File: src/core/flash_part_params.svh
`ifndef FLASH_PART_PARAMS_SVH
`define FLASH_PART_PARAMS_SVH

// Register byte offsets
`define UPB_OFFSET        8'h00
`define FSZ_OFFSET        8'h04
`define STATUS_OFFSET     8'h08
`define FAULT_ADDR_OFFSET 8'h0C
`define FAULT_CNT_OFFSET  8'h10

// Base field position
`define UPB_MSB           19
`define UPB_LSB           11

// Status bit positions
`define ST_OVER_SIZE      0
`define ST_ACTIVE         1
`define ST_FAULT          2

// Reset values, default flash size and fault counter limit
`define UPB_RESET         9'h000
`define WORD_ZERO         32'h0000_0000
`define FSZ_DEFAULT       32'h0004_0000
`define FAULT_CNT_MAX     16'hFFFF
`endif

File: src/core/flash_part_pkg.sv
package flash_part_pkg;
    typedef struct packed {
        logic [7:0]  addr;
        logic [31:0] wdata;
        logic        wr;
        logic        rd;
    } reg_req_t;

    typedef struct packed {
        logic        valid;
        logic [31:0] addr;
        logic        user_mode;
    } fetch_query_t;

    typedef struct packed {
        logic        valid;
        logic        user_space;
        logic        fault;
        logic [31:0] addr;
    } fetch_answer_t;

    typedef enum logic {
        region_kernel,
        region_user
    } region_t;
endpackage

File: src/core/region_classify.sv
`include "flash_part_params.svh"
module region_classify (
    input  wire logic [31:0]           base_word, // Assembled partition base
    input  wire logic [31:0]           addr,      // Program flash offset to classify
    output      flash_part_pkg::region_t region   // Kernel or user space
);
    import flash_part_pkg::*;

    always_comb begin
        region = region_kernel;
        if (base_word != `WORD_ZERO && addr >= base_word) begin
            region = region_user;
        end
    end
endmodule

File: src/core/flash_user_partition_base.sv
// Implementation choices: the address-and-strobe port and the register offsets.
`include "flash_part_params.svh"
module flash_user_partition_base #(
    parameter logic [31:0] FLASH_SIZE = `FSZ_DEFAULT // Program flash size in bytes
) (
    input  wire logic                         clock,     // System clock, 10 MHz
    input  wire logic                         reset,     // Synchronous, active high
    input  wire flash_part_pkg::reg_req_t     reg_req,   // Register access request
    output logic [31:0]                       reg_rdata, // Read data, cycle after strobe
    input  wire flash_part_pkg::fetch_query_t query,     // Fetch classification request
    output flash_part_pkg::fetch_answer_t     answer,    // Classification result
    output logic [31:0]                       base_addr, // Current partition base
    output logic                              part_on    // User partition present
);
    import flash_part_pkg::*;

    logic [`UPB_MSB:`UPB_LSB] base_r;
    logic                     fault_r;
    logic [31:0]              fault_addr_r;
    logic [15:0]              fault_cnt_r;
    logic [31:0]              rdata_r;
    fetch_answer_t            answer_r;

    logic [31:0]              base_word;
    logic                     over_size;
    logic                     fault_set;
    logic                     fault_clr;
    region_t                  region;

    function automatic logic hit(input logic [7:0] a, input logic [7:0] off);
        hit = (a == off);
    endfunction

    // Place the stored field; bits above and below it are constant zero
    function automatic logic [31:0] widen_base(input logic [`UPB_MSB:`UPB_LSB] f);
        logic [31:0] w;
        w = `WORD_ZERO;
        w[`UPB_MSB:`UPB_LSB] = f;
        widen_base = w;
    endfunction

    assign base_word = widen_base(base_r);

    // Software is expected to stay within flash; flag it when it does not
    assign over_size = (base_word > FLASH_SIZE);

    region_classify u_classify (
        .base_word (base_word),
        .addr      (query.addr),
        .region    (region)
    );

    // User-mode fetch into kernel space is a protection fault
    assign fault_set = query.valid && query.user_mode && (region == region_kernel);
    assign fault_clr = reg_req.wr && hit(reg_req.addr, `STATUS_OFFSET)
                       && reg_req.wdata[`ST_FAULT];

    // Base field storage
    always_ff @(posedge clock) begin
        if (reset) begin
            base_r <= `UPB_RESET;
        end else if (reg_req.wr && hit(reg_req.addr, `UPB_OFFSET)) begin
            base_r <= reg_req.wdata[`UPB_MSB:`UPB_LSB];
        end
    end

    // Sticky fault flag; a new fault wins over a clear in the same cycle
    always_ff @(posedge clock) begin
        if (reset) begin
            fault_r <= 1'b0;
        end else if (fault_set) begin
            fault_r <= 1'b1;
        end else if (fault_clr) begin
            fault_r <= 1'b0;
        end
    end

    // Address of the most recent fault
    always_ff @(posedge clock) begin
        if (reset) begin
            fault_addr_r <= `WORD_ZERO;
        end else if (fault_set) begin
            fault_addr_r <= query.addr;
        end
    end

    // Saturating fault counter, cleared by any write to it; a new fault wins over the clear
    always_ff @(posedge clock) begin
        if (reset) begin
            fault_cnt_r <= 16'h0000;
        end else if (fault_set) begin
            if (fault_cnt_r != `FAULT_CNT_MAX) begin
                fault_cnt_r <= fault_cnt_r + 16'h0001;
            end
        end else if (reg_req.wr && hit(reg_req.addr, `FAULT_CNT_OFFSET)) begin
            fault_cnt_r <= 16'h0000;
        end
    end

    // Classification answer, one cycle after the query
    always_ff @(posedge clock) begin
        if (reset) begin
            answer_r <= '0;
        end else begin
            answer_r.valid      <= query.valid;
            answer_r.user_space <= query.valid && (region == region_user);
            answer_r.fault      <= fault_set;
            answer_r.addr       <= query.valid ? query.addr : `WORD_ZERO;
        end
    end

    // Read data, valid only in the cycle after the strobe; unmapped reads zero
    always_ff @(posedge clock) begin
        if (reset) begin
            rdata_r <= `WORD_ZERO;
        end else if (reg_req.rd) begin
            unique case (reg_req.addr)
                `UPB_OFFSET:        rdata_r <= base_word;
                `FSZ_OFFSET:        rdata_r <= FLASH_SIZE;
                `STATUS_OFFSET:     rdata_r <= {29'h0000_0000, fault_r, base_r != `UPB_RESET,
                                                over_size};
                `FAULT_ADDR_OFFSET: rdata_r <= fault_addr_r;
                `FAULT_CNT_OFFSET:  rdata_r <= {16'h0000, fault_cnt_r};
                default:            rdata_r <= `WORD_ZERO;
            endcase
        end else begin
            rdata_r <= `WORD_ZERO;
        end
    end

    assign reg_rdata = rdata_r;
    assign answer    = answer_r;
    assign base_addr = base_word;
    assign part_on   = (base_r != `UPB_RESET);
endmodule

File: config.mk
export PLATFORM = sky130hd
export DESIGN_NAME = flash_user_partition_base
export DESIGN_NICKNAME = d
export VERILOG_FILES = /design/src/core/flash_part_pkg.sv /design/src/core/region_classify.sv /design/src/core/flash_user_partition_base.sv
export VERILOG_INCLUDE_DIRS = /design/src /design/src/core
export SDC_FILE = /design/constraint.sdc
export NUM_CORES = 1
export LEC_CHECK = 0
export BUFFER_PORTS_ARGS = -buffer_cell sky130_fd_sc_hd__buf_4
export CAP_MARGIN = 20
export CORE_MARGIN = 5
export CORE_UTILIZATION = 35
export DETAILED_ROUTE_END_ITERATION = 10
export SYNTH_ARGS = -nofsm -noshare
export SYNTH_HDL_FRONTEND = slang
export SYNTH_SLANG_ARGS = --single-unit
export TNS_END_PERCENT = 100
File: constraint.sdc
create_clock -name clock -period 3.6 [get_ports clock]
set_input_delay 0.18 -clock clock [delete_from_list [all_inputs] [get_ports clock]]
set_output_delay 0.18 -clock clock [all_outputs]
set_load 0.005 [all_outputs]
==> flow_metrics.tcl, run 1 <==
set metrics [dict create \
    status "finished, final reports clean" \
    finalMaxSlewViolations 0 \
    peakVddDrop_mv 0.3304 \
    p_leak_nw 2.853 \
    r2r_setup_slack_ns 0.36 \
    crit_type "register to register" \
    avgSynthCellArea_um2 8.608 \
    rsz0062_at_grt "no" \
    crit_chain "inv_1 > ha_1 > nand4_1 > nor4_1 > a31oi_1 > a211oi_2 > or2_1 > buf_4 > nand2_1 > a21oi_1" \
    synth_top_family_by_area "simple AND/OR/NAND/NOR gates" \
    grt_first_pass_wirelength_mm 22.99 \
    cts_tree "built" \
    startpoint_type "register" \
    grt_max_degree 81 \
    yosysSeqAreaShare_pct 50.04 \
    intPower_mw 2.690 \
    drive_above_1_share_pct 24.27 \
    grt_pass1_vias 4523 \
    maxCapViolCount 0 \
    synth-edff-count 0 \
    slowest_stage "or2_1" \
    route.detailed.drc 0 \
    ctsResizeCount 0 \
    power_switching_mw 0.7648 \
    synth-xor-area-share_pct 0 \
    worstHoldPathType "primary input to register" \
    synth_warnings 0 \
    synthAdderAreaFrac_pct 2.502 \
    yosys-top-cells-area "dfxtp_1, nand2_1, and2_1" \
    cts_made_buffers 17 \
    initialDrtViolationCount 279 \
    yosysTopAreaCellShare_pct 50.04 \
    r2r_start "base_r[12]$_SDFFE_PP0P_" \
    total_power_mw 3.455 \
    synth_cells 581 \
    syn_to_final_growth_pct 40.73 \
    drt.antenna.violating_nets 0 \
    drt-pass1-iter-count 5 \
    drt-total-wl_mm 14.56 \
    pwr-share-clk_pct 51.8 \
    clk_latency_ns 0.42 \
    hold_violations 0 \
    io_buffers 132 \
    ys_ff_latch 125 \
    start_util_pct 35.89 \
    min_from "reg_req[14]" \
    yosysTopAreaCell "dfxtp_1" \
    synth_simple_gate_area_share_pct 25.89 \
    cts-root-buf "clkbuf_16" \
    chipWidth_um 129.5 \
    crit_family "simple AND/OR/NAND/NOR gates" \
    die_area_um2 16780 \
    r2r_cells 10 \
    grt_remaining_overflow 0 \
    track_usage_pct 17.54 \
    sw_frac_of_total_pct 22.14 \
    slowest_delay_ns 0.54 \
    postSynth.asyncResetShare_pct 0 \
    endpoint_kind "register" \
    io-pin-count 178 \
    netlist_area_um2 5001 \
    synth-compound-area-share_pct 13.79 \
    pwr-share-seq_pct 41.5 \
    n_antenna_cell 0 \
    finalClockSkew_ns 0.005016 \
    nFillCells 1318 \
    synth_most_common_cell "dfxtp_1" \
    cts_buffer_depth 2 \
    fin_crit_sh_pct 90.14 \
    power_density_nw_per_um2 491.0 \
    arrival_ns 3.59 \
    h-tree-depth 4 \
    crit_buf_inv 2 \
    wl_per_cell_um 15.59 \
    rows 43 \
    cp_data_required_time_ns 3.94 \
    synth_cell_types 44 \
    dp_hpwl_mm 10.19 \
    setup-tns-final_ns 0 \
    slew_headroom_pct 29.07 \
    hold_depth 3 \
    r2r_end "fault_addr_r[24]$_SDFFE_PP0P_" \
    layout.nets 830 \
    core_um2 13930 \
    synth_common_cells "dfxtp_1, nand2_1, a21oi_1, and2_1, nor2_1" \
    viasPerCell 4.890 \
    min_to "base_r[12]$_SDFFE_PP0P_" \
    post-route-min-period_ns 3.245 \
    die_h_um 129.5 \
    cts_sinks 125 \
    cp-startpoint "base_r[12]$_SDFFE_PP0P_" \
    tightest_slew_ns 1.054 \
    cp_max_fo 19 \
    timing.fmax_ghz 0.3082 \
    place.gp.congestion 0.8113 \
    ys.flop_type "dfxtp_1" \
    synth.area.mux_share_pct 0.2252 \
    p_comb_share_pct 6.7 \
    clkSlewWorstSetupHoldPaths_ns 0.06 \
    vias 4567 \
    final-setup-viol-count 0 \
    antenna_found_initial 0 \
]
[how the worst max path moves through the flow]
stage,to,slack (ns),depth (start not counted)
after CTS,fault_addr_r[23]$_SDFFE_PP0P_,0.36,10
after global placement,fault_addr_r[24]$_SDFFE_PP0P_,0.44,10
after detailed placement,fault_addr_r[17]$_SDFFE_PP0P_,0.40,10
final,fault_addr_r[24]$_SDFFE_PP0P_,0.36,10
after floorplan,fault_cnt_r[8]$_SDFFE_PP0P_,1.16,10
after global routing,fault_addr_r[23]$_SDFFE_PP0P_,0.06,10
[routing by layer]
layer / vias to the layer above / global-route usage (%) / wire length [um]
li1: 2267 / - / -
met3: 20 / 5.070 / 1125
met1: 2123 / 22.04 / 6392
met2: 157 / 28.87 / 6861
met4: 0 / 6.112 / 184
met5: - / 0 / 0
[metrics by stage]
step	hold slack [ns]	util, %	instance area, um2	instances	setup WS (ns)
3_3_place_gp	0.4091	43.58	6073	869	0.4384
2_1_floorplan	0.2938	-	5084	603	1.164
6_report	0.02401	50.51	7038	934	0.3551
5_1_grt	0.01324	50.51	7038	934	0.06227
4_1_cts	0.008761	50.40	7023	933	0.3631
3_5_place_dp	0.4121	43.58	6073	869	0.3996
[worst reg2reg max path: stages (launching register included)]
cell      delay (ns)
dfxtp_1         0.47
inv_1           0.08
ha_1            0.29
nand4_1         0.10
nor4_1          0.38
a31oi_1         0.24
a211oi_2        0.50
or2_1           0.54
buf_4           0.35
nand2_1         0.10
a21oi_1         0.13
[area by class of cell]
cell class / count / area, um2 / area share, %
Clock inverter: 14 / 193.9 / 2.756
Timing Repair Buffer: 175 / 1404 / 19.95
Clock buffer: 17 / 425.4 / 6.044
Sequential cell: 125 / 2502 / 35.56
Multi-Input combinational cell: 403 / 2212 / 31.43
Inverter: 20 / 75.07 / 1.067
Tap cell: 180 / 225.2 / 3.200
[sequential cells by signal, indices dropped and copies added (netlist names)]
register,count
answer,35
base_r,9
fault_addr_r,32
fault_cnt_r,16
fault_r,1
reg_rdata,32
[cell usage in the layout (no fill, tap or decap), types with 3 or more instances in the layout]
cell type / count
nand3_1: 16
a222oi_1: 5
clkbuf_16: 17
or3_1: 3
buf_4: 141
conb_1: 23
a21o_1: 3
o21ai_0: 28
dfxtp_1: 125
ha_1: 10
nor3_1: 18
a21oi_1: 46
nor3b_1: 10
nand4b_1: 4
nor4_1: 8
nor2_1: 30
dlygate4sd3_1: 33
and2_1: 46
bufinv_16: 4
a31oi_1: 6
a22oi_1: 14
clkinvlp_4: 5
inv_1: 20
nand4_1: 8
nor2b_1: 8
or4_1: 3
nand2_1: 89
[timing repair]
item,CTS,global route
setup buffers,0,0
endpoints found under the hold margin,33,0
hold buffers,33,0
endpoints found under the setup margin,0,0
[power by group through the flow]
stage               registers, mW  logic [mW]  clock network (mW)
floorplan                    1.46       0.105                   0
global placement             1.46       0.198                   0
detailed placement           1.46       0.202                   0
CTS                          1.43       0.231                1.82
global route                 1.44       0.257                1.89
finish                       1.43       0.233                1.79
[cells by family after synthesis]
family	after synthesis
simple gates	255
mux	1
flops	125
buf+inv	75
compound gates	114
other cells	1
fa+ha+maj	10
Power figures use the tool's default switching activity.
==> run 2: changes to the inputs <==
==> constraint.sdc (replaced) <==
create_clock -name clock -period 3.63 [get_ports clock]
set_input_delay 0.1815 -clock clock [delete_from_list [all_inputs] [get_ports clock]]
set_output_delay 0.1815 -clock clock [all_outputs]
set_load 0.005 [all_outputs]
==> run 2 against run 1 <==
- die area unchanged
- clock-buffer cell count up 1
- clock power down 9%
- register-to-register slack better by 0.10 ns
- sequential power about the same
- power down 5.2%
- routed wire length down 0.42%
==> flow_metrics.tcl, run 2 (synthesized netlist as in run 1, its figures left out) <==
set metrics [dict create \
    post-route-min-period_ns 3.171 \
    cts_buffer_depth 2 \
    start_util_pct 35.89 \
    cts_made_buffers 17 \
    io-pin-count 178 \
    p_leak_nw 2.825 \
    grt_first_pass_wirelength_mm 23.09 \
    cts_tree "built" \
    fin_crit_sh_pct 87.35 \
    cp_max_fo 19 \
    io_buffers 132 \
    cts_sinks 125 \
    track_usage_pct 17.62 \
    total_power_mw 3.277 \
    cp_data_required_time_ns 3.97 \
    setup-tns-final_ns 0 \
    chipWidth_um 129.5 \
    tightest_slew_ns 1.021 \
    endpoint_kind "register" \
    syn_to_final_growth_pct 39.05 \
    min_to "answer[21]$_SDFF_PP0_" \
    crit_buf_inv 2 \
    power_density_nw_per_um2 471.2 \
    drt-total-wl_mm 14.50 \
    r2r_end "fault_addr_r[17]$_SDFFE_PP0P_" \
    final-setup-viol-count 0 \
    grt_remaining_overflow 0 \
    finalClockSkew_ns 0.007690 \
    crit_cells 10 \
    die_area_um2 16780 \
    post-cts-setup-buffers 0 \
    final_common_cell "buf_4" \
    h-tree-depth 4 \
    worstHoldPathType "primary input to register" \
    hold_depth 2 \
    crit_family "simple AND/OR/NAND/NOR gates" \
    core_um2 13930 \
    crit_type "register to register" \
    slew_headroom_pct 31.28 \
    route.detailed.drc 0 \
    n_antenna_cell 0 \
    final_cell_mix "buf_4, dfxtp_1, nand2_1, and2_1, a21oi_1" \
    clkSlewWorstSetupHoldPaths_ns 0.06 \
    viasPerCell 4.940 \
    grt_pass1_vias 4574 \
    wl_per_cell_um 15.58 \
    r2r_cells 10 \
    rows 43 \
    drive_above_1_share_pct 24.37 \
    dp_hpwl_mm 10.23 \
    ctsResizeCount 0 \
    r2r_setup_slack_ns 0.46 \
    hold_violations 0 \
    initialDrtViolationCount 352 \
    status "finished, final reports clean" \
    cts-root-buf "clkbuf_16" \
    largest_reg_flops 35 \
    place.gp.congestion 0.8153 \
    timing.fmax_ghz 0.3154 \
    drt-pass1-iter-count 5 \
    layout.nets 826 \
    post-route-util_pct 49.91 \
    maxCapViolCount 0 \
    finalMaxSlewViolations 0 \
    drt.antenna.violating_nets 0 \
    clk_latency_ns 0.42 \
    peakVddDrop_mv 0.3184 \
    r2r_start "base_r[12]$_SDFFE_PP0P_" \
    rsz0062_at_grt "no" \
    startpoint_type "register" \
    slowest_stage "or2_1" \
    arrival_ns 3.51 \
    min_from "query[22]" \
    slowest_delay_ns 0.56 \
    crit_chain "inv_1 > ha_1 > nand4_1 > nor4_1 > a31oi_1 > a211oi_2 > or2_1 > buf_4 > nand2_1 > a21oi_1" \
    antenna_found_initial 0 \
    vias 4599 \
    die_h_um 129.5 \
    grt_max_degree 81 \
    cts_hold_buffers 29 \
]
## run 2: how the worst max path moves through the flow
stage	from	to	slack, ns
floorplan	base_r[12]$_SDFFE_PP0P_	fault_cnt_r[8]$_SDFFE_PP0P_	1.19
global placement	base_r[12]$_SDFFE_PP0P_	fault_addr_r[24]$_SDFFE_PP0P_	0.47
detailed placement	base_r[14]$_SDFFE_PP0P_	fault_addr_r[17]$_SDFFE_PP0P_	0.42
CTS	base_r[12]$_SDFFE_PP0P_	fault_addr_r[30]$_SDFFE_PP0P_	0.39
global route	base_r[13]$_SDFFE_PP0P_	fault_addr_r[16]$_SDFFE_PP0P_	0.11
finish	base_r[12]$_SDFFE_PP0P_	fault_addr_r[17]$_SDFFE_PP0P_	0.46
## run 2: final cells by class
type / instances / area, um2
Sequential cell: 125 / 2502
Multi-Input combinational cell: 403 / 2212
Clock inverter: 14 / 146.4
Fill cell: 1335 / 6980
Clock buffer: 18 / 429.2
Tap cell: 180 / 225.2
Timing Repair Buffer: 171 / 1364
Inverter: 20 / 75.07
## run 2: stage by stage
stage	instances	instance area (um2)	setup slack [ns]	hold WS, ns
finish	931	6954	0.4591	0.01300
global route	931	6954	0.1114	0.003284
CTS	930	6939	0.3920	0.0007551
detailed placement	869	6073	0.4169	0.4088
global placement	869	6073	0.4727	0.4106
floorplan	603	5084	1.194	0.2953
## run 2: layer usage
metal	vias to the layer above	global-route usage, %	wire [um]
li1	2265	-	-
met5	-	0	0
met1	2149	22.52	6282
met2	175	28.57	6918
met4	0	6.051	152
met3	10	5.153	1151
## run 2: report_power, final
| group | leakage, nW | switching [mW] | internal [mW] |
|---|---|---|---|
| Sequential | 1.02 | 0.0155 | 1.41 |
| Clock | 0.276 | 0.619 | 1.01 |
| Combinational | 1.53 | 0.113 | 0.114 |
| Total | 2.82 | 0.747 | 2.53 |
